--- config.mk ---
export PLATFORM = sky130hd
export DESIGN_NAME = dll_switch_ctrl
export DESIGN_NICKNAME = d
export VERILOG_FILES = /design/src/inc/dll_switch_pkg.sv /design/src/hw/pin_sync.sv /design/src/hw/edge_counter.sv /design/src/hw/dll_switch_ctrl.sv
export SDC_FILE = /design/constraint.sdc
export NUM_CORES = 1
export LEC_CHECK = 0
export BUFFER_PORTS_ARGS = -buffer_cell sky130_fd_sc_hd__buf_2
export CAP_MARGIN = 10
export CELL_PAD_IN_SITES_DETAIL_PLACEMENT = 0
export CELL_PAD_IN_SITES_GLOBAL_PLACEMENT = 2
export CORE_UTILIZATION = 38
export DETAILED_ROUTE_END_ITERATION = 12
export PLACE_DENSITY_LB_ADDON = 0.1
export SKIP_LAST_GASP = 1
export SYNTH_ARGS = -nofsm -noshare
export SYNTH_HDL_FRONTEND = slang
export SYNTH_SLANG_ARGS = --single-unit
--- constraint.sdc ---
create_clock -name ref_clk -period 9.6 [get_ports ref_clk]
set_clock_uncertainty 0.1 [all_clocks]
set_input_delay 1.44 -clock ref_clk [delete_from_list [all_inputs] [get_ports ref_clk]]
set_output_delay 1.44 -clock ref_clk [all_outputs]
set_load 0.02 [all_outputs]
--- src/inc/dll_switch_pkg.sv ---
// constants, register map and sequencer states of the dll switch controller
package dll_switch_pkg;

  ////////////////////////////////////////////////////////////////////////////
  // memory clock and delay conversion
  localparam int unsigned CK_AVG_PERIOD_NS = 125;

  // a nanosecond delay rounds up to whole memory clock cycles, never zero
  function automatic logic [15:0] ns_to_cycles(input int unsigned ns);
    int unsigned c;
    c = (ns + CK_AVG_PERIOD_NS - 1) / CK_AVG_PERIOD_NS;
    if (c == 0) begin
      c = 1;
    end
    return 16'(c);
  endfunction

  localparam int unsigned ENTRY_HOLD_NS  = 10;
  localparam int unsigned EXIT_STABLE_NS = 10;
  localparam int unsigned EXIT_DELAY_NS  = 270;
  localparam int unsigned MODE_UPDATE_NS = 15;

  localparam logic [15:0] RST_CKSRE  = ns_to_cycles(ENTRY_HOLD_NS);
  localparam logic [15:0] RST_CKSRX  = ns_to_cycles(EXIT_STABLE_NS);
  localparam logic [15:0] RST_XS     = ns_to_cycles(EXIT_DELAY_NS);
  localparam logic [15:0] RST_MOD    = ns_to_cycles(MODE_UPDATE_NS);
  localparam logic [15:0] RST_MRD    = 16'h0004;
  localparam logic [15:0] RST_DLLK   = 16'h0200;
  localparam logic [15:0] RST_ZQOPER = 16'h0100;

  ////////////////////////////////////////////////////////////////////////////
  // register offsets (byte addresses) and fields
  localparam logic [5:0] OFS_CTRL   = 6'h00;
  localparam logic [5:0] OFS_STATUS = 6'h04;
  localparam logic [5:0] OFS_MODE0  = 6'h08;
  localparam logic [5:0] OFS_MODE1  = 6'h0c;
  localparam logic [5:0] OFS_MODE2  = 6'h10;
  localparam logic [5:0] OFS_CKSRE  = 6'h14;
  localparam logic [5:0] OFS_CKSRX  = 6'h18;
  localparam logic [5:0] OFS_XS     = 6'h1c;
  localparam logic [5:0] OFS_MRD    = 6'h20;
  localparam logic [5:0] OFS_MOD    = 6'h24;
  localparam logic [5:0] OFS_DLLK   = 6'h28;
  localparam logic [5:0] OFS_ZQOPER = 6'h2c;

  localparam int CTRL_START_BIT = 0;
  localparam int CTRL_DIR_BIT   = 1;
  localparam int CTRL_ZQ_BIT    = 2;
  localparam int CTRL_ODT_BIT   = 3;
  localparam int STAT_BUSY_BIT  = 0;
  localparam int STAT_DONE_BIT  = 1;
  localparam int STAT_ODT_BIT   = 2;
  localparam int STAT_ZQ_BIT    = 3;
  localparam int STAT_STATE_LSB = 8;

  localparam logic [15:0] RST_MODE0 = 16'h0000;
  localparam logic [15:0] RST_MODE1 = 16'h0000;
  localparam logic [15:0] RST_MODE2 = 16'h0000;

  ////////////////////////////////////////////////////////////////////////////
  // mode word bits, mode register selects, command codes {cs,ras,cas,we}
  localparam int DLL_DISABLE_BIT = 0;
  localparam int DLL_RESET_BIT   = 8;
  localparam int CAL_LONG_BIT    = 10;

  localparam logic [2:0] BA_PRIMARY   = 3'h0;
  localparam logic [2:0] BA_SECONDARY = 3'h1;
  localparam logic [2:0] BA_THIRD     = 3'h2;

  localparam logic [3:0] CMD_NOP = 4'h7;
  localparam logic [3:0] CMD_MRS = 4'h0;
  localparam logic [3:0] CMD_REF = 4'h1;
  localparam logic [3:0] CMD_CAL = 4'h6;

  ////////////////////////////////////////////////////////////////////////////
  // sequencer states
  typedef enum logic [20:0] {
    S_IDLE       = 21'h00_0001,
    S_OFF_MRS    = 21'h00_0002,
    S_WAIT_OFF   = 21'h00_0004,
    S_SRE        = 21'h00_0008,
    S_WAIT_CKSRE = 21'h00_0010,
    S_CLK_CHG    = 21'h00_0020,
    S_WAIT_CKSRX = 21'h00_0040,
    S_SRX        = 21'h00_0080,
    S_WAIT_XS    = 21'h00_0100,
    S_EN_MRS     = 21'h00_0200,
    S_WAIT_EN    = 21'h00_0400,
    S_RST_MRS    = 21'h00_0800,
    S_WAIT_RST   = 21'h00_1000,
    S_MRS_A      = 21'h00_2000,
    S_WAIT_A     = 21'h00_4000,
    S_MRS_B      = 21'h00_8000,
    S_WAIT_B     = 21'h01_0000,
    S_MRS_C      = 21'h02_0000,
    S_WAIT_MOD   = 21'h04_0000,
    S_ZQ         = 21'h08_0000,
    S_WAIT_LOCK  = 21'h10_0000
  } seq_state_e;

endpackage

--- src/hw/pin_sync.sv ---
// two-stage synchroniser with a rising edge pulse behind it
`timescale 1ns/10ps
module pin_sync
  import dll_switch_pkg::*;
(
  input  wire logic ref_clk,
  input  wire logic rst_n,
  input  wire logic pin_in,
  output logic      level,
  output logic      rise
);

  typedef struct packed {
    logic s1;
    logic s2;
    logic s3;
  } sync_s;

  sync_s q;
  sync_s d;

  // s1 feeds s2 only; the edge is found between s2 and s3
  always_comb begin
    d    = q;
    d.s1 = pin_in;
    d.s2 = q.s1;
    d.s3 = q.s2;
  end

  always_ff @(posedge ref_clk) begin
    if (!rst_n) begin
      q <= '0;
    end else begin
      q <= d;
    end
  end

  assign level = q.s2;
  assign rise  = q.s2 & ~q.s3;

endmodule

--- src/hw/edge_counter.sv ---
// down counter of memory clock edges, loaded with a wait length
`timescale 1ns/10ps
module edge_counter
  import dll_switch_pkg::*;
(
  input  wire logic        ref_clk,
  input  wire logic        rst_n,
  input  wire logic        load,
  input  wire logic [15:0] value,
  input  wire logic        tick,
  output logic             zero
);

  typedef struct packed {
    logic [15:0] cnt;
  } cnt_s;

  cnt_s q;
  cnt_s d;

  // a zero length is taken as one edge so no wait is ever skipped
  always_comb begin
    d = q;
    if (load) begin
      d.cnt = (value == 16'h0000) ? 16'h0001 : value;
    end else if (tick && q.cnt != 16'h0000) begin
      d.cnt = q.cnt - 16'h0001;
    end
  end

  always_ff @(posedge ref_clk) begin
    if (!rst_n) begin
      q <= '0;
    end else begin
      q <= d;
    end
  end

  assign zero = (q.cnt == 16'h0000);

endmodule

--- src/hw/dll_switch_ctrl.sv ---
// controller that walks a memory device through dll on/off switching
`timescale 1ns/10ps
module dll_switch_ctrl
  import dll_switch_pkg::*;
(
  input  wire logic        ref_clk,
  input  wire logic        rst_n,
  input  wire logic [5:0]  reg_addr,
  input  wire logic [31:0] reg_wdata,
  input  wire logic        reg_wr,
  input  wire logic        reg_rd,
  output logic      [31:0] reg_rdata,
  input  wire logic        dram_ck,
  output logic             dram_cke,
  output logic             dram_cs_n,
  output logic             dram_ras_n,
  output logic             dram_cas_n,
  output logic             dram_we_n,
  output logic      [2:0]  dram_ba,
  output logic      [15:0] dram_addr,
  output logic             dram_odt,
  output logic             clk_change_req,
  input  wire logic        clk_change_done
);

  ////////////////////////////////////////////////////////////////////////////
  // state

  typedef struct packed {
    seq_state_e  st;
    logic        cke;
    logic [3:0]  cmd;
    logic [2:0]  ba;
    logic [15:0] addr;
    logic        termination_control_input;
    logic        clk_req;
    logic        off_to_on;
    logic        zq_en;
    logic        odt_on;
    logic        zq_used;
    logic        done;
    logic [15:0] mode0;
    logic [15:0] mode1;
    logic [15:0] mode2;
    logic [15:0] t_cksre;
    logic [15:0] t_cksrx;
    logic [15:0] t_xs;
    logic [15:0] t_mrd;
    logic [15:0] t_mod;
    logic [15:0] t_dllk;
    logic [15:0] t_zqoper;
    logic [31:0] rdata;
  } ctrl_s;

  localparam ctrl_s Q_RST = '{
    st: S_IDLE, cke: 1'b1, cmd: CMD_NOP, ba: 3'h0, addr: 16'h0000,
    termination_control_input: 1'b0, clk_req: 1'b0, off_to_on: 1'b0, zq_en: 1'b0,
    odt_on: 1'b0, zq_used: 1'b0, done: 1'b0,
    mode0: RST_MODE0, mode1: RST_MODE1, mode2: RST_MODE2,
    t_cksre: RST_CKSRE, t_cksrx: RST_CKSRX, t_xs: RST_XS,
    t_mrd: RST_MRD, t_mod: RST_MOD, t_dllk: RST_DLLK,
    t_zqoper: RST_ZQOPER, rdata: 32'h0000_0000
  };

  ctrl_s       q;
  ctrl_s       d;
  logic        ck_rise;
  logic        done_lvl;
  logic        step_load;
  logic [15:0] step_val;
  logic        step_zero;
  logic        lock_load;
  logic        lock_zero;
  logic        start;

  // command, bank select and address word for one mode write
  function automatic logic [22:0] mode_write(input logic [2:0]  ba,
                                             input logic [15:0] a);
    return {CMD_MRS, ba, a};
  endfunction

  ////////////////////////////////////////////////////////////////////////////
  // memory clock edges and clock generator answer, both from other domains

  pin_sync u_ck_sync (
    .ref_clk (ref_clk),
    .rst_n   (rst_n),
    .pin_in  (dram_ck),
    .level   (),
    .rise    (ck_rise)
  );

  pin_sync u_done_sync (
    .ref_clk (ref_clk),
    .rst_n   (rst_n),
    .pin_in  (clk_change_done),
    .level   (done_lvl),
    .rise    ()
  );

  // step counter times each wait; lock counter runs beside the later steps
  edge_counter u_step (
    .ref_clk (ref_clk),
    .rst_n   (rst_n),
    .load    (step_load),
    .value   (step_val),
    .tick    (ck_rise),
    .zero    (step_zero)
  );

  edge_counter u_lock (
    .ref_clk (ref_clk),
    .rst_n   (rst_n),
    .load    (lock_load),
    .value   (q.t_dllk),
    .tick    (ck_rise),
    .zero    (lock_zero)
  );

  ////////////////////////////////////////////////////////////////////////////
  // register port and sequencer

  assign start = reg_wr && reg_addr == OFS_CTRL && reg_wdata[CTRL_START_BIT];

  always_comb begin
    d         = q;
    step_load = 1'b0;
    step_val  = q.t_mrd;
    lock_load = 1'b0;
    d.rdata   = 32'h0000_0000;
    // timing and mode words are only taken while the sequencer is idle
    if (reg_wr && q.st == S_IDLE) begin
      case (reg_addr)
        OFS_MODE0:  d.mode0    = reg_wdata[15:0];
        OFS_MODE1:  d.mode1    = reg_wdata[15:0];
        OFS_MODE2:  d.mode2    = reg_wdata[15:0];
        OFS_CKSRE:  d.t_cksre  = reg_wdata[15:0];
        OFS_CKSRX:  d.t_cksrx  = reg_wdata[15:0];
        OFS_XS:     d.t_xs     = reg_wdata[15:0];
        OFS_MRD:    d.t_mrd    = reg_wdata[15:0];
        OFS_MOD:    d.t_mod    = reg_wdata[15:0];
        OFS_DLLK:   d.t_dllk   = reg_wdata[15:0];
        OFS_ZQOPER: d.t_zqoper = reg_wdata[15:0];
        default: ;
      endcase
    end
    // read data stand for the one cycle after the strobe
    if (reg_rd) begin
      case (reg_addr)
        OFS_CTRL: begin
          d.rdata[CTRL_DIR_BIT] = q.off_to_on;
          d.rdata[CTRL_ZQ_BIT]  = q.zq_en;
          d.rdata[CTRL_ODT_BIT] = q.odt_on;
        end
        OFS_STATUS: begin
          d.rdata[STAT_BUSY_BIT] = (q.st != S_IDLE);
          d.rdata[STAT_DONE_BIT] = q.done;
          d.rdata[STAT_ODT_BIT]  = q.odt_on;
          d.rdata[STAT_ZQ_BIT]   = q.zq_used;
          d.rdata[STAT_STATE_LSB +: 21] = q.st;
        end
        OFS_MODE0:  d.rdata = {16'h0000, q.mode0};
        OFS_MODE1:  d.rdata = {16'h0000, q.mode1};
        OFS_MODE2:  d.rdata = {16'h0000, q.mode2};
        OFS_CKSRE:  d.rdata = {16'h0000, q.t_cksre};
        OFS_CKSRX:  d.rdata = {16'h0000, q.t_cksrx};
        OFS_XS:     d.rdata = {16'h0000, q.t_xs};
        OFS_MRD:    d.rdata = {16'h0000, q.t_mrd};
        OFS_MOD:    d.rdata = {16'h0000, q.t_mod};
        OFS_DLLK:   d.rdata = {16'h0000, q.t_dllk};
        OFS_ZQOPER: d.rdata = {16'h0000, q.t_zqoper};
        default:    d.rdata = 32'h0000_0000;
      endcase
    end
    // a command lasts one memory clock, then the pins fall back to nop
    if (ck_rise) begin
      d.cmd = CMD_NOP;
    end
    // termination input is never raised here, which covers both cases
    d.termination_control_input = 1'b0;
    case (q.st)
      S_IDLE: begin
        // software starts only once the device is idle and precharged
        if (start) begin
          d.off_to_on = reg_wdata[CTRL_DIR_BIT];
          d.zq_en     = reg_wdata[CTRL_ZQ_BIT];
          d.odt_on    = reg_wdata[CTRL_ODT_BIT];
          d.done      = 1'b0;
          d.zq_used   = 1'b0;
          d.st        = reg_wdata[CTRL_DIR_BIT] ? S_SRE : S_OFF_MRS;
        end
      end
      S_OFF_MRS: begin
        // issue just after a sampled edge, so the nop of that edge
        // cannot cut the command before the device has registered it
        if (ck_rise) begin
          {d.cmd, d.ba, d.addr} = mode_write(BA_SECONDARY,
            q.mode1 | (16'h0001 << DLL_DISABLE_BIT));
          step_load = 1'b1;
          step_val  = q.t_mod;
          d.st      = S_WAIT_OFF;
        end
      end
      S_WAIT_OFF: begin
        if (step_zero) begin
          d.st = S_SRE;
        end
      end
      S_SRE: begin
        // reached straight from a start too, so it waits for an edge
        if (ck_rise) begin
          d.cmd     = CMD_REF;
          d.cke     = 1'b0;
          step_load = 1'b1;
          step_val  = q.t_cksre;
          d.st      = S_WAIT_CKSRE;
        end
      end
      S_WAIT_CKSRE: begin
        // the clock is only touched after the hold, and after the
        // generator has dropped its previous answer; the count includes
        // the entry edge, so one more edge is let through before asking
        if (step_zero && ck_rise && !done_lvl) begin
          d.clk_req = 1'b1;
          d.st      = S_CLK_CHG;
        end
      end
      S_CLK_CHG: begin
        // edges counted for the stable time are those of the new clock
        if (done_lvl) begin
          d.clk_req = 1'b0;
          step_load = 1'b1;
          step_val  = q.t_cksrx;
          d.st      = S_WAIT_CKSRX;
        end
      end
      S_WAIT_CKSRX: begin
        if (step_zero) begin
          d.st = S_SRX;
        end
      end
      S_SRX: begin
        d.cmd     = CMD_NOP;
        d.cke     = 1'b1;
        step_load = 1'b1;
        step_val  = q.t_xs;
        d.st      = S_WAIT_XS;
      end
      S_WAIT_XS: begin
        if (step_zero) begin
          d.st = q.off_to_on ? S_EN_MRS : S_MRS_A;
        end
      end
      S_EN_MRS: begin
        {d.cmd, d.ba, d.addr} = mode_write(BA_SECONDARY,
          q.mode1 & ~(16'h0001 << DLL_DISABLE_BIT));
        step_load = 1'b1;
        d.st      = S_WAIT_EN;
      end
      S_WAIT_EN: begin
        if (step_zero) begin
          d.st = S_RST_MRS;
        end
      end
      S_RST_MRS: begin
        {d.cmd, d.ba, d.addr} = mode_write(BA_PRIMARY,
          q.mode0 | (16'h0001 << DLL_RESET_BIT));
        step_load = 1'b1;
        lock_load = 1'b1;
        d.st      = S_WAIT_RST;
      end
      S_WAIT_RST: begin
        if (step_zero) begin
          d.st = S_MRS_A;
        end
      end
      S_MRS_A: begin
        // new latencies for the new clock; the reset bit is not repeated
        {d.cmd, d.ba, d.addr} = mode_write(BA_PRIMARY,
          q.mode0 & ~(16'h0001 << DLL_RESET_BIT));
        step_load = 1'b1;
        d.st      = S_WAIT_A;
      end
      S_WAIT_A: begin
        if (step_zero) begin
          d.st = S_MRS_B;
        end
      end
      S_MRS_B: begin
        {d.cmd, d.ba, d.addr} = mode_write(BA_THIRD, q.mode2);
        step_load = 1'b1;
        d.st      = S_WAIT_B;
      end
      S_WAIT_B: begin
        if (step_zero) begin
          d.st = S_MRS_C;
        end
      end
      S_MRS_C: begin
        // last mode write keeps the dll setting of the chosen direction
        if (q.off_to_on) begin
          {d.cmd, d.ba, d.addr} = mode_write(BA_SECONDARY,
            q.mode1 & ~(16'h0001 << DLL_DISABLE_BIT));
        end else begin
          {d.cmd, d.ba, d.addr} = mode_write(BA_SECONDARY,
            q.mode1 | (16'h0001 << DLL_DISABLE_BIT));
        end
        step_load = 1'b1;
        step_val  = q.t_mod;
        d.st      = S_WAIT_MOD;
      end
      S_WAIT_MOD: begin
        if (step_zero) begin
          d.st = (q.off_to_on && q.zq_en) ? S_ZQ : S_WAIT_LOCK;
        end
      end
      S_ZQ: begin
        d.cmd                  = CMD_CAL;
        d.addr                 = 16'h0000;
        d.addr[CAL_LONG_BIT]   = 1'b1;
        d.zq_used              = 1'b1;
        step_load              = 1'b1;
        step_val               = q.t_zqoper;
        d.st                   = S_WAIT_LOCK;
      end
      S_WAIT_LOCK: begin
        // done only when any calibration time and, when switching on, the lock time have run out
        if (step_zero && (lock_zero || !q.off_to_on)) begin
          d.done = 1'b1;
          d.st   = S_IDLE;
        end
      end
      default: begin
        d.st = S_IDLE;
      end
    endcase
  end

  always_ff @(posedge ref_clk) begin
    if (!rst_n) begin
      q <= Q_RST;
    end else begin
      q <= d;
    end
  end

  assign reg_rdata      = q.rdata;
  assign dram_cke       = q.cke;
  assign dram_cs_n      = q.cmd[3];
  assign dram_ras_n     = q.cmd[2];
  assign dram_cas_n     = q.cmd[1];
  assign dram_we_n      = q.cmd[0];
  assign dram_ba        = q.ba;
  assign dram_addr      = q.addr;
  assign dram_odt       = q.termination_control_input;
  assign clk_change_req = q.clk_req;

  ////////////////////////////////////////////////////////////////////////////
  // checks

  chk_cke_held: assert property (
    @(posedge ref_clk) disable iff (!rst_n)
    !q.cke |-> (q.st == S_WAIT_CKSRE || q.st == S_CLK_CHG
      || q.st == S_WAIT_CKSRX || q.st == S_SRX))
    else $error("clock enable dropped outside self refresh");

  chk_odt_low: assert property (
    @(posedge ref_clk) disable iff (!rst_n)
    (q.st != S_IDLE) |-> !q.termination_control_input)
    else $error("termination input raised during switch");

  chk_sre_cke: assert property (
    @(posedge ref_clk) disable iff (!rst_n)
    $rose(q.clk_req) |-> !q.cke && $past(step_zero))
    else $error("clock change asked without self refresh hold");

  chk_dll_enable: assert property (
    @(posedge ref_clk) disable iff (!rst_n)
    (q.st == S_EN_MRS) |=> q.cmd == CMD_MRS && q.ba == BA_SECONDARY
      && !q.addr[DLL_DISABLE_BIT])
    else $error("dll enable write malformed");

  chk_dll_reset: assert property (
    @(posedge ref_clk) disable iff (!rst_n)
    (q.st == S_RST_MRS) |=> q.cmd == CMD_MRS && q.ba == BA_PRIMARY
      && q.addr[DLL_RESET_BIT])
    else $error("dll reset write malformed");

  chk_dll_disable: assert property (
    @(posedge ref_clk) disable iff (!rst_n)
    (q.st == S_OFF_MRS && ck_rise) |=> q.cmd == CMD_MRS
      && q.ba == BA_SECONDARY && q.addr[DLL_DISABLE_BIT])
    else $error("dll disable write malformed");

  chk_clk_req_only: assert property (
    @(posedge ref_clk) disable iff (!rst_n)
    q.clk_req |-> q.st == S_CLK_CHG)
    else $error("clock change request outside its step");

  chk_nop_wait: assert property (
    @(posedge ref_clk) disable iff (!rst_n)
    (ck_rise && (q.st == S_WAIT_EN || q.st == S_WAIT_RST
      || q.st == S_WAIT_A || q.st == S_WAIT_XS)) |=> q.cmd == CMD_NOP)
    else $error("command other than nop during a wait");

  chk_lock_done: assert property (
    @(posedge ref_clk) disable iff (!rst_n)
    ($fell(q.st == S_WAIT_LOCK) && q.off_to_on) |-> q.done
      && $past(lock_zero) && $past(step_zero))
    else $error("sequence ended before lock time");

endmodule

Word-level counts from Yosys, hierarchy flattened
Cells that the tools add are included.
{ "totals": {"ff_bits": 281, "input_bits": 44, "out_inout_bits": 58, "wordCells": 182} }
{ "classes": {"n_addsub": 2, "eq_ne": 47, "n_mux": 50, "n_bitwise": 2, "reduce_logical": 50} }
{ "ops": {"columns": ["operator", "count"], "rows": [
  ["case mux 21 bit (21 select lines)", 1],
  ["two-way mux 21 bit", 14],
  ["case mux 21 bit (11 select lines)", 1],
  ["two-way mux 16 bit", 9],
  ["case mux 16 bit (7 select lines)", 1],
  ["case mux 16 bit (6 select lines)", 1],
  ["logical NOT 16 bit", 4],
  ["case mux 4 bit (10 select lines)", 1],
  ["case mux 3 bit (12 select lines)", 1],
  ["AND reduction 2 bit", 16],
  ["nonzero test 16 bit", 2],
  ["subtractor 16 x 1 -> 16 bit, second input constant", 2],
  ["two-way mux 26 bit", 1],
  ["!= test 2 bit, second input constant", 13],
  ["equality test 6 x 5 -> 1 bit, second input constant", 4],
  ["equality test 6 bit, second input constant", 4],
  ["case mux 4 bit (6 select lines)", 1],
  ["two-way mux 23 bit", 1],
  ["equality test 21 x 1 -> 1 bit, second input constant", 1],
  ["equality test 21 x 10 -> 1 bit, second input constant", 1],
  ["equality test 21 x 11 -> 1 bit, second input constant", 1],
  ["equality test 21 x 12 -> 1 bit, second input constant", 1],
  ["equality test 21 x 13 -> 1 bit, second input constant", 1],
  ["equality test 21 x 14 -> 1 bit, second input constant", 1],
  ["41 further kinds", 68]
]} }

Longest topological paths before layout
{ "depth": {"word_depth": 7, "mapped_depth": 13, "depth_no_buf": 11} }

Cells and area by module
A second synthesis with hierarchy kept.
{ "hier_totals": {"cells_unflattened": 1682, "hier_area_um2": 14244.9} }
{ "modules_own_cells": {"columns": ["mod", "instances", "cells_per_inst", "area_each_um2", "seq_area_each_um2"], "rows": [
  ["dll_switch_ctrl", 1, 1410, 11945.2, 4784.6],
  ["edge_counter", 2, 129, 1057.3, 320.3],
  ["pin_sync", 2, 7, 92.6, 60.1]
]} }

Worst setup path before layout
OpenSTA, ideal clock, no wires.
{ "synth_path": {"path_kind": "input to register", "startpoint": "input reg_addr[1]", "endpoint": "register q[150] (netlist name)", "setup_ns": 0.070, "t_arrival_ns": 3.244, "t_required_ns": 9.430, "path_slack_ns": 6.186, "stages": 8, "path_buffers": 2, "path_cell_list": "nor2_1 nand3b_1 nor3_1 and3_1 clkbuf_1 clkbuf_1 nand2_1 a21oi_1"} }
{ "synth_via": {"elab_chain_cells": 2} }
{ "synth_rtl": {"columns": ["item", "line", "source"], "rows": [
  ["start: declaration", "dll_switch_ctrl.sv:8", "input wire logic [5:0] reg_addr,"],
  ["equality test 6 x 5 -> 1 bit", "dll_switch_ctrl.sv:133", "case (reg_addr)"],
  ["AND reduction 2 bit (no source line)", null, null],
  ["end signal: assignment", "dll_switch_ctrl.sv:341", "q <= Q_RST;"],
  ["end signal: assignment", "dll_switch_ctrl.sv:343", "q <= d;"],
  ["end: declaration", "dll_switch_ctrl.sv:65", "ctrl_s q;"]
]} }
No other way between the ends.
A chain may end at the register's enable or synchronous reset.

Final worst setup path
{ "layout_path": {"startpoint": "register q[235] (netlist name)", "endpoint": "register q (netlist bit dram_addr[0])"} }
{ "layout_via": {"elab_chain_cells": 3, "word_cells_on_any_way": 11, "classes_between": "eq/ne: 8; mux: 1; reduce/logical: 2"} }
{ "layout_rtl": {"columns": ["item", "line", "source"], "rows": [
  ["equality test 21 x 18 -> 1 bit (tied with other cells)", "dll_switch_ctrl.sv:181", "case (q.st)"],
  ["nonzero test 7 bit (no source line) or != test 2 bit (tied branches)", null, null],
  ["AND reduction 2 bit (no source line)", null, null]
]} }
Parallel ways exist; a longest one is shown, timed or not.

==> impl_metrics.csv <==
group,metric,value,unit
power_and_ir_drop,power_density_of_the_placed_cells,225.1,nW/µm²
yosys,avgSynthCellArea,7.760,µm²
global_routing,antenna_violations_before_repair,0,
clock_tree,cts_repair_resize_count,0,
worst_setup_path,worst-endpoint-arrival,4.82,ns
worst_setup_path,worst_r2r_endpoint,"dram_addr[0]",
worst_setup_path,crit_type,"flip-flop to flip-flop",
timing,hold_ws,0.3361,ns
floorplanning,overall_die_width,189.5,µm
drt,routed_wl,57930,µm
yosys,synth.cell_area,13360,µm²
yosys,synth_ff_type,"dfxtp_1",
drt,detail_route.wl_per_cell,26.82,µm
run_status,run_status,"complete, no violations",
global_routing,largest_net_degree_at_the_start_of_global_routing,201,
floorplanning,fp.coreArea,34540,µm²
worst_setup_path,timing.reg2reg.setup_slack,5.04,ns
job,number_of_max_capacitance_violations_reported,0,
floorplanning,dieArea,35900,µm²
clock_tree,cts_htree_levels,2,
global_routing,grt_overflow,0,
placed_design,numPlacedInstances,2102,
power_and_ir_drop,ir_worst_vdd,0.0001549,V
clock_tree,cts_post_setup_buffers_inserted,0,
layout,flow.area_growth_from_synthesis,12.47,%
clock_tree,cts-root-to-sink-buffers,3,
hold_path,tightest_hold_check_type,"flip-flop to flip-flop",
clock_tree,postCtsHoldBufs,0,
yosys,count_of_flip_flops_with_a_built_in_enable_after_synthesis,0,
worst_setup_path,worst_setup_path_endpoint,"dram_addr[0]",
drt,vias_per_cell,6.192,
worst_setup_path,data_required_time_at_the_worst_endpoint,9.86,ns
drt,drt_first_iter_violations,1467,
power_and_ir_drop,static-leakage-power,0.005183,µW
placed_design,gp_congestion,0.9162,
worst_setup_path,critical_path_peak_fanout,32,
clock_tree,worst_setup_hold_path_clk_slew,0.06,ns
timing,rsz0062_at_grt,"no",
floorplanning,die_y,189.5,µm
timing,min_period,4.555,ns
worst_setup_path,worst_setup_path_startpoint,"q[235]",
drt,drtPass1Iterations,6,
floorplanning,rows,68,
layout,layout-drive-gt1-share,11.61,%
floorplanning,floorplan.initialDensity,38.66,%
clock_tree,clock_tree_from_tritoncts,"built",
yosys,yosysSeqAreaShare,41.37,%
timing,fmax,0.2195,GHz
timing,finalSetupViolations,0,
worst_setup_path,startpoint_class,"flip-flop",
yosys,yosysWarnings,0,
layout,post_layout_nonfiller_instances,2160,
timing,hold_viol_final,0,
clock_tree,clock-sinks,276,
worst_setup_path,reg2reg_from,"q[235]",
timing,post-route-period-util,47.45,%
layout,diodes,0,
global_routing,number_of_global_route_vias_before_repair,12340,
timing,worst_slew_pin_tran,1.189,ns
yosys,synth-seq-cells,276,
layout,finalNetCount,1729,
placed_design,io_buffer_count,80,
yosys,async_flop_share,0,%
timing,final.setup.tns,0,ns
placed_design,post-dp-hpwl,37530,µm
floorplanning,top_level_ports,102,
drt,drc,0,
global_routing,groute.usage.overall,32.06,%
timing,final_max_slew_viols,0,
drt,detail-route-antenna-nets,0,
layout,postLayoutCoreUtil,43.48,%
layout,fill_cells,3593,
worst_setup_path,r2r_cells,11,
drt,vias,13380,
clock_tree,worst_skew_pair.late_latency,0.54,ns
timing,timing.slew.headroom,20.47,%
clock_tree,clock-root-buffer,"clkbuf_16",
clock_tree,tritoncts.num_buffers,34,
global_routing,wire_length_of_the_first_global_routing_pass,84410,µm
yosys,postSynthCellCount,1721,
yosys,synth_cell_types,73,
worst_setup_path,setup.worst_path.end_class,"flip-flop",
-- worst min-delay path by stage --
stage | start | cells past startpoint | slack (ns) | end
final | u_done_sync.d[1] | 1 | 0.34 | u_done_sync.level
after global routing | u_done_sync.d[1] | 1 | 0.37 | u_done_sync.level
after CTS | u_ck_sync.d[1] | 1 | 0.34 | u_ck_sync.level
after detailed placement | u_ck_sync.d[1] | 1 | 0.32 | u_ck_sync.level
after global placement | u_ck_sync.d[1] | 1 | 0.32 | u_ck_sync.level
after floorplan | u_ck_sync.d[1] | 1 | 0.31 | u_ck_sync.level
-- synthesized netlist by cell type (6+ instances only) --
master,count,share of area [%]
o21ai_0,19,0.71
and2_1,25,1.2
nand2_1,417,12
nand4_1,12,0.56
buf_2,8,0.30
a221oi_1,38,2.5
a21oi_1,195,7.3
nand2b_1,6,0.28
nor2_1,115,3.2
a31oi_1,22,1.0
mux2i_1,16,1.2
a211oi_1,24,1.3
nor3_1,37,1.4
a222oi_1,11,0.82
buf_4,52,2.9
or3_1,8,0.37
xor2_1,10,0.66
nand3_1,34,1.3
inv_1,10,0.28
or4_1,13,0.73
a22o_1,35,2.3
clkbuf_1,117,3.3
xnor2_1,11,0.72
dfxtp_1,276,41
and3_1,13,0.61
a22oi_1,49,2.8
nor2b_1,10,0.47
a311oi_1,15,0.98
mux2_2,8,0.67
nor4_1,26,1.2
-- worst max-delay path: stages (launching register included) --
cell and delay, ns:
dfxtp_1 0.40, nor4_1 0.85, nand2_1 0.42, or4_1 0.93, o21ai_2 0.14, buf_4 0.35
nor3_1 0.10, mux2_2 0.30, nand2_1 0.07, buf_4 0.35, and3_1 0.30, nor3_1 0.06
-- flip-flops by register name (all words and copies together), names as in the netlist, 2 cells and up --
register and flops:
u_step.q 16, dram_addr 16, dram_ba 2, reg_rdata 29, q 186, u_lock.q 16
-- metrics by stage --
step / setup slack (ns) / power [µW] / area [µm²]
finish: 5.045 / 3382 / 15020
global route: 4.854 / 3518 / 15020
CTS: 5.073 / 3391 / 15020
detailed placement: 5.058 / 1971 / 13800
global placement: 5.013 / 1978 / 13800
floorplan: 6.186 / 1759 / 13370
-- final cells by class --
type	count	area, µm²	area share, %
clock buffers	44	949.7	6.322
flip-flops and latches	276	5525	36.78
well taps	455	569.3	3.790
clock inverters	14	274.0	1.824
multi-input cells	1257	7067	47.05
repair buffers	104	593.1	3.948
inverters	10	42.54	0.2832
-- kinds of logic (layout without fill, tap and decap cells) --
kind of cell | Yosys count | after routing | synth area share [%]
simple gates | 748 | 748 | 25.22
other cells | 1 | 5 | 0.02808
fa+ha+maj | 2 | 2 | 0.1873
compound gates | 456 | 456 | 22.76
xor+xnor | 21 | 21 | 1.377
flops | 276 | 276 | 41.37
mux | 25 | 25 | 1.958
buf+inv | 192 | 172 | 7.101
-- per-layer routing --
layer  GRT usage (%)  share of wire [%]  up-vias
met5               0                  0        -
met4           18.21                5.9        0
met3           4.838                7.7      177
met2           49.58                 44      630
met1           42.48                 42     6503
li1                -                  -     6065
-- power breakdown --
| group | internal [µW] | switching [µW] |
|---|---|---|
| clock | 889 | 534 |
| combinational | 222 | 465 |
| sequential | 1200 | 71.3 |
-- placed cells by master, fill, tap and decap left out, types with 9 or more instances in the layout --
| cell | instances |
|---|---|
| nand2_1 | 417 |
| dfxtp_1 | 276 |
| a21oi_1 | 195 |
| nor2_1 | 112 |
| buf_2 | 80 |
| a22oi_1 | 49 |
| a221oi_1 | 37 |
| a22o_1 | 35 |
| clkbuf_16 | 35 |
| nand3_1 | 34 |
| nor3_1 | 27 |
| and2_1 | 25 |
| nor4_1 | 24 |
| a211oi_1 | 24 |
| buf_4 | 23 |
| a31oi_1 | 22 |
| o21ai_0 | 19 |
| mux2i_1 | 16 |
| a311oi_1 | 15 |
| or4_1 | 13 |
| and3_1 | 13 |
| nand4_1 | 12 |
| a222oi_1 | 11 |
| xnor2_1 | 11 |
| xor2_1 | 10 |
| inv_1 | 9 |
| nor2b_1 | 9 |
Power figures use the tool's default switching activity.
